==> src/pwm_engine_pkg.sv <==
package pwm_engine_pkg;

  localparam int CountWidth = 12;
  localparam int DividerWidth = 8;
  localparam int DelayWidth = 8;

  // Reset values of the counter, of the prescale divider and of the filter taps.
  localparam logic [11:0] CountReset = 12'h0000;
  localparam logic [7:0] DividerReset = 8'h00;
  localparam logic [3:0] FilterReset = 4'h0;

  // Digital filter length in counter clocks.
  localparam int FilterTaps = 4;

  // Value of the delay function select field that turns on input blanking.
  localparam logic [1:0] DelayBlanking = 2'h1;

  typedef enum logic [1:0] {
    SCHEME_ONE_RAMP = 2'b00,
    SCHEME_TWO_RAMP = 2'b01,
    SCHEME_FOUR_RAMP = 2'b10,
    SCHEME_DUAL_SLOPE = 2'b11
  } scheme_type;

  typedef enum logic [1:0] {
    DEAD_TIME_FIRST = 2'b00,
    ON_TIME_FIRST = 2'b01,
    DEAD_TIME_SECOND = 2'b10,
    ON_TIME_SECOND = 2'b11
  } cycle_state_type;

  typedef enum logic [3:0] {
    FAULT_NONE = 4'h0,
    FAULT_JUMP_WAIT = 4'h1,
    FAULT_EXEC_WAIT = 4'h2,
    FAULT_EXEC_ACTIVE = 4'h3,
    FAULT_STOP_ALL = 4'h4,
    FAULT_DEAD_ACTIVE = 4'h5,
    FAULT_ALL_JUMP_WAIT = 4'h6,
    FAULT_SOFTWARE = 4'h7,
    FAULT_EDGE_JUMP = 4'h8,
    FAULT_EDGE_STOP = 4'h9,
    FAULT_LEVEL_STOP = 4'hA
  } fault_behaviour_type;

  typedef struct packed {
    logic [11:0] setFirst;
    logic [11:0] clearFirst;
    logic [11:0] setSecond;
    logic [11:0] clearSecond;
  } compare_set_type;

  typedef struct packed {
    logic triggerInputEnable;
    logic captureAction;
    logic filterEnable;
    logic unsynchronizedDetectEnable;
    logic [3:0] faultBehaviourSelect;
  } input_control_type;

  typedef struct packed {
    logic [1:0] delayFunctionSelect;
    logic [1:0] delayTriggerSource;
    logic [1:0] delayClockDivider;
    logic [7:0] delayCountValue;
  } delay_control_type;

endpackage : pwm_engine_pkg

==> src/dead_time_pwm_cycle_engine.sv <==
// Summary of operation
// Counter clock is sync prescale times counter prescale.
// Cycle runs dead, on, dead, on states.
// Four counting schemes picked by scheme select.
// One ramp counts zero to clear-second, restarts.
// Compares above clear-second or clear below set ignored.
// Software orders compares to avoid overlap.
// Two ramp counts to clear-first, then clear-second.
// Four ramp runs four ramps ending at compares.
// Dual slope counts down to zero, back up.
// Dual slope first output set up, cleared down.
// Dual slope second output set down, cleared up.
// Dual slope ignores clear-first compare entirely.
// Dual slope starts down; first output waits cycle.
// Inputs act only when trigger enabled; capture optional.
// Ten fault behaviours; blanking on first input only.
// Synchronous override two to three clocks late.
// Blanking when delay select one; trigger picks point.
// Delay counter ends blanking after programmed count.
// Software never mixes blanking with delayed event.
// Filter rejects pulses under four counter clocks.
// Unsynchronized detect overrides outputs, flow waits synchronizer.
// Software never mixes unsynchronized detect and filter.
// Behaviour field codes one to ten; others none.
// Outputs high only in their own on time.
module dead_time_pwm_cycle_engine #(
  parameter int CountWidth = pwm_engine_pkg::CountWidth
) (
  input wire logic clk,
  input wire logic sys_rst,
  input wire logic enable,
  input wire logic restart,
  input wire pwm_engine_pkg::scheme_type waveformSchemeSelect,
  input wire logic [1:0] synchronizerPrescale,
  input wire logic [1:0] counterPrescale,
  input wire pwm_engine_pkg::compare_set_type compares,
  input wire pwm_engine_pkg::input_control_type inputControlFirst,
  input wire pwm_engine_pkg::input_control_type inputControlSecond,
  input wire pwm_engine_pkg::delay_control_type delayControl,
  input wire logic eventFirst,
  input wire logic eventSecond,
  output logic pwmOutputFirst,
  output logic pwmOutputSecond,
  output pwm_engine_pkg::cycle_state_type cycleState,
  output logic [CountWidth-1:0] captureFirst,
  output logic [CountWidth-1:0] captureSecond,
  output logic blanking
);

  logic [7:0] divCnt;
  logic [2:0] cntExp;
  logic [7:0] cntMask;
  logic [7:0] dlyMask;
  logic cntTick;
  logic dlyTick;

  // Divide-by factors are powers of two, so one free-running counter serves both clocks.
  assign cntExp = {1'b0, synchronizerPrescale} + {1'b0, counterPrescale};
  assign cntMask = 8'(8'h01 << cntExp) - 8'h01;
  assign dlyMask = 8'(8'h01 << delayControl.delayClockDivider) - 8'h01;
  assign cntTick = enable && ((divCnt & cntMask) == cntMask);
  assign dlyTick = (divCnt & dlyMask) == dlyMask;

  always_ff @(posedge clk) begin
    if (sys_rst || !enable) begin
      divCnt <= pwm_engine_pkg::DividerReset;
    end else begin
      divCnt <= divCnt + 8'h01;
    end
  end

  // Input path: two-flop synchronizer, optional filter, qualification.
  pwm_engine_pkg::input_control_type ctl [2];
  logic [1:0] rawIn;
  logic [1:0] syncA;
  logic [1:0] syncB;
  logic [1:0] filtered;
  logic [1:0] evt;
  logic [1:0] evtPrev;
  logic [1:0] rise;
  logic [1:0] asyncHit;
  logic [3:0] taps [2];

  assign ctl[0] = inputControlFirst;
  assign ctl[1] = inputControlSecond;
  assign rawIn = {eventSecond, eventFirst};

  always_ff @(posedge clk) begin
    if (sys_rst) begin
      syncA <= 2'h0;
      syncB <= 2'h0;
    end else begin
      syncA <= rawIn;
      syncB <= syncA;
    end
  end

  for (genvar i = 0; i < 2; i++) begin : gInput
    wire allHigh = &taps[i];
    wire allLow = ~|taps[i];
    always_ff @(posedge clk) begin
      if (sys_rst) begin
        taps[i] <= pwm_engine_pkg::FilterReset;
        filtered[i] <= 1'b0;
      end else if (cntTick) begin
        taps[i] <= {taps[i][2:0], syncB[i]};
        if (allHigh || allLow) begin
          filtered[i] <= allHigh;
        end
      end
    end
    wire level = ctl[i].filterEnable ? filtered[i] : syncB[i];
    wire blanked = (i == 0) && blanking;
    assign evt[i] = ctl[i].triggerInputEnable && level && !blanked;
    assign asyncHit[i] = ctl[i].triggerInputEnable && ctl[i].unsynchronizedDetectEnable
                         && syncB[i];
  end

  always_ff @(posedge clk) begin
    if (sys_rst) begin
      evtPrev <= 2'h0;
    end else begin
      evtPrev <= evt;
    end
  end

  assign rise = evt & ~evtPrev;

  // Counter and cycle sequencing.
  logic [CountWidth-1:0] cnt;
  logic [1:0] phase;
  logic countUp;
  logic firstCycle;
  logic running;
  logic rawFirst;
  logic rawSecond;
  logic [CountWidth-1:0] next_cnt;
  logic [1:0] next_phase;
  logic next_countUp;
  logic cycleEnd;
  logic [CountWidth-1:0] top;
  logic isDual;
  logic freeze;
  logic jumpToSecond;
  logic jumpToFirst;
  logic [CountWidth-1:0] setA;
  logic [CountWidth-1:0] clrA;
  logic [CountWidth-1:0] setB;
  logic [CountWidth-1:0] clrB;

  assign setA = compares.setFirst;
  assign clrA = compares.clearFirst;
  assign setB = compares.setSecond;
  assign clrB = compares.clearSecond;
  assign isDual = waveformSchemeSelect == pwm_engine_pkg::SCHEME_DUAL_SLOPE;

  wire [CountWidth-1:0] fourTop = (phase == 2'd0) ? setA : (phase == 2'd1) ? clrA
                                : (phase == 2'd2) ? setB : clrB;
  assign top = (waveformSchemeSelect == pwm_engine_pkg::SCHEME_FOUR_RAMP) ? fourTop
             : (waveformSchemeSelect == pwm_engine_pkg::SCHEME_TWO_RAMP && !phase[1]) ? clrA
             : clrB;

  always_comb begin
    next_cnt = cnt + 1'b1;
    next_phase = phase;
    next_countUp = countUp;
    cycleEnd = 1'b0;
    case (waveformSchemeSelect)
      pwm_engine_pkg::SCHEME_ONE_RAMP: begin
        if (cnt == top) begin
          next_cnt = '0;
          cycleEnd = 1'b1;
        end
      end
      pwm_engine_pkg::SCHEME_TWO_RAMP: begin
        if (cnt == top) begin
          next_cnt = '0;
          next_phase = phase[1] ? 2'd0 : 2'd2;
          cycleEnd = phase[1];
        end
      end
      pwm_engine_pkg::SCHEME_FOUR_RAMP: begin
        if (cnt == top) begin
          next_cnt = '0;
          next_phase = phase + 2'd1;
          cycleEnd = phase == 2'd3;
        end
      end
      default: begin
        // Each turning point is held one extra clock so the period is 2 x (top + 1).
        if (countUp) begin
          if (cnt == clrB) begin
            next_cnt = cnt;
            next_countUp = 1'b0;
            cycleEnd = 1'b1;
          end
        end else if (cnt == '0) begin
          next_cnt = cnt;
          next_countUp = 1'b1;
        end else begin
          next_cnt = cnt - 1'b1;
        end
      end
    endcase
  end

  // Own-output compare levels; values past the cycle end never come up.
  logic onFirst;
  logic onSecond;
  logic halfSecond;
  wire clrAValid = clrA >= setA;
  wire oneOnA = (cnt >= setA) && (!clrAValid || (cnt < clrA));
  wire oneOnB = (cnt >= setB) && (cnt < clrB);

  always_comb begin
    case (waveformSchemeSelect)
      pwm_engine_pkg::SCHEME_ONE_RAMP: begin
        onFirst = oneOnA;
        onSecond = oneOnB;
        // The clear-second count already belongs to the next cycle's first dead time.
        halfSecond = (clrAValid ? (cnt >= clrA) : (cnt >= setB)) && (cnt < clrB);
      end
      pwm_engine_pkg::SCHEME_TWO_RAMP: begin
        onFirst = !phase[1] && (cnt >= setA) && (cnt < clrA);
        onSecond = phase[1] && (cnt >= setB) && (cnt < clrB);
        halfSecond = phase[1] ? (cnt < clrB) : (cnt >= clrA);
      end
      pwm_engine_pkg::SCHEME_FOUR_RAMP: begin
        onFirst = phase == 2'd1;
        onSecond = phase == 2'd3;
        halfSecond = phase[1];
      end
      default: begin
        onFirst = rawFirst && !firstCycle;
        onSecond = rawSecond;
        halfSecond = !countUp;
      end
    endcase
  end

  pwm_engine_pkg::cycle_state_type next_state;
  assign next_state = onFirst ? pwm_engine_pkg::ON_TIME_FIRST
                    : onSecond ? pwm_engine_pkg::ON_TIME_SECOND
                    : halfSecond ? pwm_engine_pkg::DEAD_TIME_SECOND
                    : pwm_engine_pkg::DEAD_TIME_FIRST;

  // Fault handling, one set of flags per input and one halt flag shared by both.
  logic [1:0] edgeStop;
  logic [1:0] jumped;
  logic halted;
  logic [1:0] ownHalf;
  logic [1:0] ownOn;
  logic [1:0] killOwn;
  logic [1:0] killAll;
  logic [1:0] waiting;
  logic [1:0] jumpReq;
  logic [1:0] haltReq;
  pwm_engine_pkg::fault_behaviour_type fb [2];

  assign ownHalf = {halfSecond, !halfSecond};
  assign ownOn = {onSecond, onFirst};

  for (genvar i = 0; i < 2; i++) begin : gFault
    // Reserved codes above ten fall back to no action.
    assign fb[i] = (ctl[i].faultBehaviourSelect > 4'hA) ? pwm_engine_pkg::FAULT_NONE
                 : pwm_engine_pkg::fault_behaviour_type'(ctl[i].faultBehaviourSelect);
    wire ownGroup = fb[i] inside {pwm_engine_pkg::FAULT_JUMP_WAIT,
      pwm_engine_pkg::FAULT_EXEC_WAIT, pwm_engine_pkg::FAULT_EXEC_ACTIVE,
      pwm_engine_pkg::FAULT_LEVEL_STOP, pwm_engine_pkg::FAULT_EDGE_STOP,
      pwm_engine_pkg::FAULT_EDGE_JUMP};
    wire allGroup = (fb[i] != pwm_engine_pkg::FAULT_NONE) && !ownGroup;
    wire lvlOwn = fb[i] inside {pwm_engine_pkg::FAULT_JUMP_WAIT,
      pwm_engine_pkg::FAULT_EXEC_WAIT, pwm_engine_pkg::FAULT_EXEC_ACTIVE,
      pwm_engine_pkg::FAULT_LEVEL_STOP};
    assign killOwn[i] = (evt[i] && lvlOwn) || edgeStop[i]
                      || (asyncHit[i] && ownGroup);
    assign killAll[i] = (evt[i] && allGroup) || (asyncHit[i] && allGroup);
    assign jumpReq[i] = (rise[i] && ownHalf[i] && fb[i] == pwm_engine_pkg::FAULT_JUMP_WAIT)
                      || (rise[i] && ownOn[i] && fb[i] == pwm_engine_pkg::FAULT_EDGE_JUMP);
    assign waiting[i] = evt[i] && jumped[i];
    assign haltReq[i] = evt[i] && fb[i] == pwm_engine_pkg::FAULT_SOFTWARE;

    always_ff @(posedge clk) begin
      if (sys_rst) begin
        edgeStop[i] <= 1'b0;
        jumped[i] <= 1'b0;
      end else begin
        // The latch set wins over its release in the same clock.
        edgeStop[i] <= (rise[i] && ownOn[i] && fb[i] == pwm_engine_pkg::FAULT_EDGE_STOP)
                     || (edgeStop[i] && ownOn[i]);
        jumped[i] <= (jumpReq[i] && fb[i] == pwm_engine_pkg::FAULT_JUMP_WAIT)
                   || (jumped[i] && evt[i]);
      end
    end
  end

  assign jumpToSecond = jumpReq[0] && !isDual;
  assign jumpToFirst = jumpReq[1] && !isDual;
  assign freeze = halted || (|waiting);

  always_ff @(posedge clk) begin
    if (sys_rst) begin
      halted <= 1'b0;
    end else begin
      // A restart while the event is still high is ignored; the engine stays halted.
      halted <= (|haltReq) || (halted && !restart);
    end
  end

  always_ff @(posedge clk) begin
    if (sys_rst || !enable || (restart && !(|haltReq))) begin
      running <= enable && !sys_rst;
      cnt <= isDual ? clrB : pwm_engine_pkg::CountReset;
      phase <= 2'd0;
      countUp <= 1'b0;
      firstCycle <= 1'b1;
    end else if (!running) begin
      running <= 1'b1;
    end else if (jumpToSecond) begin
      cnt <= (waveformSchemeSelect == pwm_engine_pkg::SCHEME_ONE_RAMP) ? clrA : '0;
      phase <= 2'd2;
    end else if (jumpToFirst) begin
      cnt <= pwm_engine_pkg::CountReset;
      phase <= 2'd0;
    end else if (cntTick && !freeze) begin
      cnt <= next_cnt;
      phase <= next_phase;
      countUp <= next_countUp;
      if (cycleEnd) begin
        firstCycle <= 1'b0;
      end
    end
  end

  // Dual slope raw levels; clear-first is never looked at here.
  wire dualStep = isDual && cntTick && !freeze && running;
  always_ff @(posedge clk) begin
    if (sys_rst || !enable) begin
      rawFirst <= 1'b0;
      rawSecond <= 1'b0;
    end else if (dualStep) begin
      if (cnt == setA) begin
        rawFirst <= countUp;
      end
      if (cnt == setB) begin
        rawSecond <= !countUp;
      end
    end
  end

  // Blanking of the first input, started at the selected state entry.
  logic [7:0] dlyCnt;
  logic [1:0] stateNow;
  wire blankOn = delayControl.delayFunctionSelect == pwm_engine_pkg::DelayBlanking;
  wire blankStart = blankOn && (next_state != cycleState)
                  && (next_state == 2'(delayControl.delayTriggerSource + 2'd1));
  assign stateNow = cycleState;

  always_ff @(posedge clk) begin
    if (sys_rst || !blankOn || !enable) begin
      blanking <= 1'b0;
      dlyCnt <= 8'h00;
    end else if (blankStart) begin
      blanking <= delayControl.delayCountValue != 8'h00;
      dlyCnt <= 8'h00;
    end else if (blanking && dlyTick) begin
      dlyCnt <= dlyCnt + 8'h01;
      if (dlyCnt + 8'h01 == delayControl.delayCountValue) begin
        blanking <= 1'b0;
      end
    end
  end

  // Registered outputs.
  always_ff @(posedge clk) begin
    if (sys_rst || !enable) begin
      pwmOutputFirst <= 1'b0;
      pwmOutputSecond <= 1'b0;
      cycleState <= pwm_engine_pkg::DEAD_TIME_FIRST;
    end else begin
      pwmOutputFirst <= onFirst && !killOwn[0] && !(|killAll) && !halted;
      pwmOutputSecond <= onSecond && !killOwn[1] && !(|killAll) && !halted;
      cycleState <= next_state;
    end
  end

  always_ff @(posedge clk) begin
    if (sys_rst) begin
      captureFirst <= '0;
      captureSecond <= '0;
    end else begin
      if (rise[0] && ctl[0].captureAction) begin
        captureFirst <= cnt;
      end
      if (rise[1] && ctl[1].captureAction) begin
        captureSecond <= cnt;
      end
    end
  end

endmodule : dead_time_pwm_cycle_engine

==> config.mk <==
export PLATFORM = sky130hd
export DESIGN_NAME = dead_time_pwm_cycle_engine
export DESIGN_NICKNAME = d
export VERILOG_FILES = /design/src/pwm_engine_pkg.sv /design/src/dead_time_pwm_cycle_engine.sv
export SDC_FILE = /design/constraint.sdc
export NUM_CORES = 1
export LEC_CHECK = 0
export BUFFER_PORTS_ARGS = -buffer_cell sky130_fd_sc_hd__buf_2
export CAP_MARGIN = 20
export CORE_ASPECT_RATIO = 0.7
export CORE_UTILIZATION = 59
export CTS_BUF_LIST = sky130_fd_sc_hd__clkbuf_8
export CTS_CLUSTER_DIAMETER = 60
export CTS_CLUSTER_SIZE = 12
export DETAILED_ROUTE_END_ITERATION = 12
export PLACE_DENSITY = 0.87
export SKIP_CTS_REPAIR_TIMING = 1
export SYNTH_ARGS = -nofsm -noshare
export SYNTH_HDL_FRONTEND = slang
export SYNTH_SLANG_ARGS = --single-unit
==> constraint.sdc <==
create_clock -name clk -period 4.9 [get_ports clk]
set_clock_uncertainty 0.05 [all_clocks]
set_input_delay 0.49 -clock clk [delete_from_list [all_inputs] [get_ports clk]]
set_output_delay 0.49 -clock clk [all_outputs]
set_load 0.05 [all_outputs]
==> qor.txt, run 1 <==
Status: completed
CP startpoint kind: register
Die width: 133 um
Clock sink count: 84
PwrDens: 216 nW/um2
Largest net degree at the start of global routing: 41
DR pass1 iterations: 8
Cell variety after synth: 78
Finish-stage setup viols: 0
RSZ-0062 raised after global routing: no
Syn-to-layout area delta: 13.1%
Final Power: 1.74 mW
Cells after synthesis: 862
Area leader, netlist: dfxtp_1
Share of cells above drive strength 1: 0.174
Worst Setup Slack, final: 0.358 ns
Sequential fraction of the synthesis area: 0.265
Count of final hold-check violations: 0
Clock transition at path regs: 0.09 ns
Clock period minus worst slack: 4.54 ns
Die H: 93.8 um
Synth cell count leaders: ha_1 (77), nand2_1 (71), inv_1 (65), dfxtp_1 (64), nor2_1 (62)
Tightest Pin Transition: 0.783 ns
Layout filler cell count: 977
Initial core utilization: 0.605
P_leak: 3.48 nW
Initial antenna violation count: 0
Vias per Instance: 6.37
Drt total wl: 21500 um
Ys Warns: 0
Antenna cells: 0
Ys async rst share: 0
Post-DP HPWL: 16700 um
Vias in the first global route: 6628
Clock Path Buffers: 2
Mean routed wirelength per cell: 19.1 um
Post-synth EDFFs: 20
Highest clock rate: 220 MHz
WP data required: 4.93 ns
Register area: 1880 um2
Slew Limit Fails: 0
Avg Cell Area, Syn: 8.23 um2
Worst setup EP type: register
Remaining Overflow, GRT: 0
Post-synthesis sequential element count: 84
Max VDD drop: 0.000168 V
H-tree depth: 3
Core Area: 11700 um2
Worst Hold Class: input pin to register
DRT antenna net count: 0
# nets final: 1133
CP Class: register to register
Area of the multi-input gates: 4820 um2
Top cells by area, synth: dfxtp_1 (18%), ha_1 (14%), edfxtp_1 (8.5%), mux2i_1 (4.9%), a21oi_1 (3.8%)
Num CTS Buffers: 9
# IOs: 119
Final Wtd Congestion: 0.991
Pre-CTS setup slack: 0.552 ns
Worst EP arrival: 4.57 ns
Global-route wire length before repair: 34000 um
Crit share post-route: 0.927
Vias after detailed routing: 7177
Cell with the most instances after synthesis: ha_1
Final TNS setup: 0 ns
Rows: 33
IO buf count: 118
Worst-Skew Late Latency: 0.38 ns
Die area: 12500 um2
GRT Total Usage: 0.350
Mapped cell area: 7100 um2
Crit-path max FO: 14
CTS root buf: clkbuf_8
Syn nets: 1030
Yosys top cell area share: 0.181
Max_cap viols: 0
Primary FF master, synth: dfxtp_1
CTS tree: done
Drt drc: 0
Initial drt markers: 892
Worst slew margin: 0.477
-- critical path, stage by stage, from the launching register on --
cell,delay (ns)
edfxtp_1,0.69
ha_1,0.41
nand2_1,0.07
nor4_1,0.62
a221oi_1,0.28
a211o_1,0.35
o21ai_0,0.58
nand4b_1,0.27
a31o_1,0.44
o211ai_1,0.24
buf_4,0.25
-- where the power goes --
group          internal [mW]  switching, mW  total (mW)
sequential             0.727         0.0450       0.772
clock                  0.239          0.273       0.512
combinational          0.183          0.269       0.452
-- cells in the final DEF (no fill, tap or decap), types with 9 or more instances in the layout --
| master | count |
|---|---|
| ha_1 | 77 |
| a211oi_1 | 10 |
| nand2b_1 | 15 |
| buf_2 | 119 |
| clkbuf_8 | 9 |
| a22oi_1 | 10 |
| nor2b_1 | 14 |
| inv_1 | 66 |
| xor2_1 | 12 |
| and2_1 | 12 |
| nor2_1 | 62 |
| o211ai_1 | 13 |
| edfxtp_1 | 20 |
| nand2_1 | 71 |
| o21ai_0 | 32 |
| nand3_1 | 25 |
| a21o_1 | 9 |
| a21oi_1 | 54 |
| buf_4 | 12 |
| nand4_1 | 16 |
| xnor2_1 | 28 |
| mux2i_1 | 35 |
| a221oi_1 | 11 |
| and3b_1 | 9 |
| dfxtp_1 | 64 |
| a31oi_1 | 11 |
| nor3_1 | 17 |
| nor4_1 | 17 |
-- per-layer routing --
| layer | GRT usage | routed length (um) | up-vias |
|---|---|---|---|
| met4 | 0.0939 | 470 | 0 |
| met5 | 0 | 0 | - |
| li1 | - | - | 3375 |
| met1 | 0.483 | 9380 | 3321 |
| met2 | 0.518 | 8900 | 432 |
| met3 | 0.115 | 2780 | 49 |
-- state kept, by name, indices dropped and copies added, names as in the netlist, 2 cells and up --
name and cells:
taps 8, phase 2, syncB 2, jumped 2, cycleState 2, dlyCnt 8
divCnt 7, evtPrev 2, captureFirst 12, cnt 12, syncA 2, edgeStop 2
captureSecond 12, filtered 2
-- worst paths after layout --
path	to	cells past startpoint	slack (ns)	from
hold reg to reg	syncB[0]	1	0.40	syncA[0]
setup reg to reg	cnt[6]	10	0.36	cnt[8]
setup / recovery	cnt[6]	10	0.36	cnt[8]
hold / removal	syncA[0]	2	0.28	eventFirst
-- cell families (layout without fill, tap and decap cells) --
kind of cell             after synthesis  in the layout  share of synthesized area
AO/OA/AOI/OAI                        210            210                      0.204
XOR/XNOR                              40             40                     0.0494
adder cells (fa/ha/maj)               78             78                      0.139
buffers and inverters                104            212                     0.0566
flip-flops                            84             84                      0.265
multiplexers                          37             37                     0.0525
AND/OR/NAND/NOR                      309            309                      0.233
-- layout make-up --
type                    count  area share
clock inverters             7     0.00936
clock buffers               9      0.0154
flip-flops and latches     84       0.235
inverters                  65      0.0304
well taps                 157      0.0245
repair buffers            131      0.0855
multi-input cells         674       0.600
-- stage by stage --
stage / area, um2 / cells / util / hold WS [ns]
after floorplan: 7100 / 862 / - / 0.349
after global placement: 7820 / 1110 / 0.667 / 0.367
after detailed placement: 7820 / 1110 / 0.667 / 0.365
after CTS: 8020 / 1126 / 0.684 / 0.267
after global routing: 8020 / 1127 / 0.684 / 0.283
final: 8020 / 1127 / 0.684 / 0.276
(Power assumes the default switching activity.)
==> run 2: changes to the inputs <==
--- a/config.mk
+++ b/config.mk
@@ -5,15 +5,15 @@
 export SDC_FILE = /design/constraint.sdc
 export NUM_CORES = 1
 export LEC_CHECK = 0
-export BUFFER_PORTS_ARGS = -buffer_cell sky130_fd_sc_hd__buf_2
 export CAP_MARGIN = 20
 export CORE_ASPECT_RATIO = 0.7
-export CORE_UTILIZATION = 59
+export CORE_UTILIZATION = 60
 export CTS_BUF_LIST = sky130_fd_sc_hd__clkbuf_8
 export CTS_CLUSTER_DIAMETER = 60
 export CTS_CLUSTER_SIZE = 12
 export DETAILED_ROUTE_END_ITERATION = 12
-export PLACE_DENSITY = 0.87
+export DONT_BUFFER_PORTS = 1
+export PLACE_DENSITY = 0.8
 export SKIP_CTS_REPAIR_TIMING = 1
 export SYNTH_ARGS = -nofsm -noshare
 export SYNTH_HDL_FRONTEND = slang
==> qor.txt, run 2 (same netlist as run 1, synthesis figures left out) <==
Status: completed
Core Util, Final: 0.660 (-0.0246)
GRT Total Usage: 0.366 (+0.0160)
H-tree depth: 3 (unchanged)
Crit-path max FO: 12 (-2)
Rows: 32 (-3.0%)
WP data required: 4.92 ns (about the same)
Die H: 93.0 um (-0.82%)
Clock Path Buffers: 2 (unchanged)
Commonest non-fill, non-tap cell in the layout: ha_1
Vias in the first global route: 6438 (-2.9%)
Clock period minus worst slack: 4.78 ns (+0.242 ns)
Clock sink count: 84 (unchanged)
WHS Path Cells: 1 (-1)
Initial antenna violation count: 0 (unchanged)
Slew Limit Fails: 0 (unchanged)
Tightest Pin Transition: 0.874 ns (+0.0905 ns)
Share of cells above drive strength 1: 0.0599 (-0.114)
Initial drt markers: 831 (-6.8%)
Vias per Instance: 6.84 (+7.4%)
Mean routed wirelength per cell: 22.2 um (+16%)
Num CTS Buffers: 9 (unchanged)
DRT antenna net count: 0 (unchanged)
DR pass1 iterations: 6 (-2)
CP Class: register to register
Final Power: 1.67 mW (-4.0%)
Max VDD drop: 0.000143 V (-15%)
Min-delay src: sys_rst
Largest net degree at the start of global routing: 41 (unchanged)
Highest clock rate: 209 MHz (-5.1%)
Worst setup EP type: register
Layout filler cell count: 967 (-1.0%)
Max_cap viols: 0 (unchanged)
P_leak: 2.96 nW (-15%)
Drt total wl: 22300 um (+3.7%)
Crit-path max cell delay: 0.71 ns (+0.02 ns)
Hold slack: 0.138 ns (-0.138 ns)
PwrDens: 224 nW/um2 (+3.7%)
Crit path cell chain: ha_1, nand2_1, nor4_1, a221oi_1, a211o_1, o21ai_0, nand4b_1, a31o_1, o211ai_1, buf_4
Worst slew margin: 0.412 (-0.0646)
Global-route wire length before repair: 34700 um (+2.0%)
Syn-to-layout area delta: 4.60%
# nets final: 1014 (-11%)
Worst setup path start: cnt[11]
Clock transition at path regs: 0.10 ns (about the same)
Post-DP HPWL: 17800 um (+6.2%)
Worst-Skew Late Latency: 0.37 ns (about the same)
Worst Hold Class: input pin to register
Final TNS setup: 0 ns (unchanged)
RSZ-0062 raised after global routing: no
Slowest cell on crit path: nor4_1
Count of final hold-check violations: 0 (unchanged)
Finish-stage setup viols: 0 (unchanged)
Core Area: 11300 um2 (-4.1%)
Commonest cells after routing, fill and taps aside: ha_1 (77), nand2_1 (71), inv_1 (65), dfxtp_1 (64), nor2_1 (62)
Vias after detailed routing: 6864 (-4.4%)
Crit share post-route: 0.976 (+0.0494)
R2R Path Start: cnt[11]
Initial core utilization: 0.631 (+0.0256)
Regs by FF count: captureFirst: 12 flops, captureSecond: 12 flops, cnt: 12 flops
Worst EP arrival: 4.80 ns (+0.23 ns)
CTS tree: done
Drt drc: 0 (unchanged)
# IOs: 119 (unchanged)
Remaining Overflow, GRT: 0 (unchanged)
Die area: 12300 um2 (-1.6%)
CP startpoint kind: register
Die width: 132 um (-0.83%)
CTS root buf: clkbuf_8
Antenna cells: 0 (unchanged)
Final Wtd Congestion: 1.02 (+2.7%)
R2R depth: 10 (unchanged)
IO buf count: 0 (-100%)
run 2: per-stage QoR:
step,cells,worst slack [ns],area (um2)
floorplan,862,0.899,7100
global placement,988,0.491,7220
detailed placement,988,0.335,7220
CTS,1004,0.321,7420
global route,1004,0.0130,7420
finish,1004,0.116,7420
run 2: worst max-delay path, delay by kind of cell (launching register included):
family                   cells  cell delay, ns
AO/OA/AOI/OAI                5            2.02
adder cells (fa/ha/maj)      1            0.42
flip-flops                   1            0.67
AND/OR/NAND/NOR              3            1.06
buffers and inverters        1            0.25
run 2: final timing paths:
check	end	slack, ns
max	cnt[10]	0.12
min	syncA[1]	0.14
max reg2reg	cnt[10]	0.12
min reg2reg	pwmOutputFirst	0.40
run 2: cell type report:
| type | instances | area, um2 | area share |
|---|---|---|---|
| Tap cell | 153 | 191 | 0.0258 |
| Clock buffer | 9 | 124 | 0.0167 |
| Clock inverter | 7 | 73.8 | 0.00995 |
| Timing Repair Buffer | 12 | 90.1 | 0.0121 |
| Sequential cell | 84 | 1880 | 0.254 |
| Inverter | 65 | 244 | 0.0329 |
| Multi-Input combinational cell | 674 | 4820 | 0.649 |
run 2: per-layer routing:
layer / vias up / global-route usage / share of wire / wire, um
met1: 3300 / 0.518 / 0.45 / 10100
met3: 41 / 0.138 / 0.13 / 2880
met5: - / 0 / 0 / 0
li1: 3131 / - / - / -
met2: 392 / 0.513 / 0.40 / 8980
met4: 0 / 0.0940 / 0.019 / 418
run 2: report_power, final:
| part | switching (mW) | internal, mW | total [mW] | leakage, nW |
|---|---|---|---|---|
| logic | 0.222 | 0.156 | 0.378 | 2.12 |
| clock network | 0.300 | 0.203 | 0.503 | 0.103 |
| registers | 0.0572 | 0.727 | 0.784 | 0.736 |
| total | 0.579 | 1.09 | 1.67 | 2.96 |
==> run 3: changes to the inputs <==
--- a/config.mk
+++ b/config.mk
@@ -13,7 +13,7 @@
 export CTS_CLUSTER_SIZE = 12
 export DETAILED_ROUTE_END_ITERATION = 12
 export DONT_BUFFER_PORTS = 1
-export PLACE_DENSITY = 0.8
+export PLACE_DENSITY = 0.82
 export SKIP_CTS_REPAIR_TIMING = 1
 export SYNTH_ARGS = -nofsm -noshare
 export SYNTH_HDL_FRONTEND = slang
==> qor.txt, run 3 (same netlist as run 1, synthesis figures left out) <==
Status: completed
Finish-stage setup viols: 0 (unchanged)
Die H: 93.0 um (unchanged)
Drt total wl: 22400 um (+0.33%)
Die width: 132 um (unchanged)
Clock group share of total power: 0.298 (-0.004)
Internal: 1.12 mW (+2.9%)
DR pass1 iterations: 8 (+2)
Cell family with most CP delay: compound AO/OA/AOI/OAI gates
P_leak: 2.97 nW (+0.26%)
Sequential share of power: 0.471 (about the same)
Initial antenna violation count: 0 (unchanged)
Regs by FF count: captureFirst: 12 flops, captureSecond: 12 flops, cnt: 12 flops
Min-delay src: sys_rst
Final TNS setup: 0 ns (unchanged)
Final std cells w/o fill: 1005 (+0.10%)
Net switching power: 0.537 mW (-7.2%)
DRT antenna net count: 0 (unchanged)
Final instance area: 7420 um2 (unchanged)
Slew Limit Fails: 0 (unchanged)
R2R Path Start: cnt[5]
CP Class: register to register
Comb power frac: 0.232 (+0.005)
Highest clock rate: 227 MHz (+8.8%)
Share of cells above drive strength 1: 0.0587 (-0.00124)
H-tree depth: 3 (unchanged)
Max VDD drop: 0.000160 V (+12%)
Remaining Overflow, GRT: 0 (unchanged)
Clock Path Buffers: 2 (unchanged)
Clock period minus worst slack: 4.40 ns (-0.388 ns)
Drt drc: 0 (unchanged)
WP data required: 4.93 ns (about the same)
Vias in the first global route: 6623 (+2.9%)
Rows: 32 (unchanged)
Final Wtd Congestion: 1.01 (-0.27%)
Hold slack: 0.133 ns (-0.00566 ns)
Syn-to-layout area delta: 4.60% (unchanged)
WHS Path Cells: 1 (unchanged)
Mean routed wirelength per cell: 22.3 um (+0.23%)
Placed cell areas: 7230 um2 (+0.10%)
Worst-Skew Late Latency: 0.37 ns (about the same)
Largest net degree at the start of global routing: 41 (unchanged)
Crit-path max cell delay: 0.69 ns (-0.02 ns)
Cells after DPL: 989 (+0.10%)
Worst slew margin: 0.313 (-0.0992)
Final Power: 1.66 mW (-0.58%)
IO buf count: 0 (unchanged)
Crit share post-route: 0.897 (-0.0791)
Global-route wire length before repair: 34800 um (+0.28%)
Crit path cell chain: buf_4, ha_1, a41o_1, a21oi_1, or3_1, o211ai_1, o21ai_0, a32oi_2, a31o_1, o211ai_1, buf_4
Slowest cell on crit path: o21ai_0
Internal reg-to-reg setup slack: 0.50 ns (+0.39 ns)
Vias per Instance: 6.85 (+0.22%)
Core Area: 11300 um2 (unchanged)
RSZ-0062 raised after global routing: no
Max_cap viols: 0 (unchanged)
Worst Hold Class: input pin to register
Initial drt markers: 979 (+18%)
Clock transition at path regs: 0.09 ns (about the same)
CTS tree: done
CTS root buf: clkbuf_8
Clock sink count: 84 (unchanged)
Post-DP HPWL: 17700 um (-0.60%)
Tightest Pin Transition: 1.03 ns (+0.155 ns)
Worst EP arrival: 4.42 ns (-0.38 ns)
CP startpoint kind: register
Die area: 12300 um2 (unchanged)
Capturing point of the worst reg2reg path: cnt[11]
PwrDens: 223 nW/um2 (-0.58%)
Commonest cells after routing, fill and taps aside: ha_1 (77), nand2_1 (71), inv_1 (67), dfxtp_1 (64), nor2_1 (62)
Commonest non-fill, non-tap cell in the layout: ha_1
Hold Path End: filtered[1]
Vias after detailed routing: 6886 (+0.32%)
GRT Total Usage: 0.369 (+0.00333)
Antenna cells: 0 (unchanged)
WP buf/inv: 2 (+1)
Sw frac: 0.325 (-0.0230)
Worst setup EP type: register
# IOs: 119 (unchanged)
R2R depth: 11 (+1)
Count of final hold-check violations: 0 (unchanged)
Initial core utilization: 0.631 (unchanged)
Crit-path max FO: 13 (+1)
# nets final: 1015 (+0.099%)
Num CTS Buffers: 9 (unchanged)
==> run 3: cell types whose count changed in the layout (fill, tap and decap cells not counted) <==
cell	before	now
inv_8	3	0
inv_1	65	67
buf_4	12	13
bufinv_16	0	1
clkinv_2	0	1
clkinv_4	0	1
clkinv_8	1	0
inv_6	2	1
==> run 3: metal layers <==
metal	GRT usage	wire length [um]
met4	0.135	654
met1	0.486	9190
met3	0.147	3300
met5	0	0
met2	0.541	9260
==> run 3: layout make-up <==
| type | count | area, um2 |
|---|---|---|
| multi-input cells | 674 | 4820 |
| clock inverters | 7 | 66.3 |
| clock buffers | 9 | 124 |
| fillers | 935 | 3830 |
| well taps | 153 | 191 |
| repair buffers | 13 | 97.6 |
| inverters | 65 | 244 |
| flip-flops and latches | 84 | 1880 |
==> run 3: through the flow <==
| step | util | setup WS, ns |
|---|---|---|
| 3_5_place_dp | 0.643 | 0.734 |
| 3_3_place_gp | 0.643 | 0.952 |
| 4_1_cts | 0.660 | 0.706 |
| 2_1_floorplan | - | 0.899 |
| 5_1_grt | 0.660 | 0.366 |
| 6_report | 0.660 | 0.504 |
==> run 3: how the worst max path moves through the flow <==
stage	slack (ns)	startpoint	cells past startpoint	end
final	0.50	cnt[5]	11	cnt[11]
after global routing	0.37	cnt[11]	10	cnt[7]
after CTS	0.71	cnt[11]	10	cnt[7]
after detailed placement	0.73	cnt[8]	10	cnt[0]
after global placement	0.95	cnt[8]	10	cnt[0]
after floorplan	0.90	compares[7]	11	cnt[0]
==> run 3: power groups by stage <==
| stage | clock, mW | combinational (mW) | sequential, mW |
|---|---|---|---|
| floorplan | 0 | 0.294 | 0.766 |
| global placement | 0 | 0.351 | 0.792 |
| detailed placement | 0 | 0.368 | 0.793 |
| CTS | 0.493 | 0.371 | 0.777 |
| global route | 0.518 | 0.421 | 0.782 |
| finish | 0.493 | 0.384 | 0.779 |
==> run 3: worst register-to-register path, cell delays in order (launching register included) <==
cell      delay, ns
edfxtp_1       0.53
buf_4          0.25
ha_1           0.31
a41o_1         0.24
a21oi_1        0.53
or3_1          0.23
o211ai_1       0.10
o21ai_0        0.69
a32oi_2        0.32
a31o_1         0.37
o211ai_1       0.24
buf_4          0.25
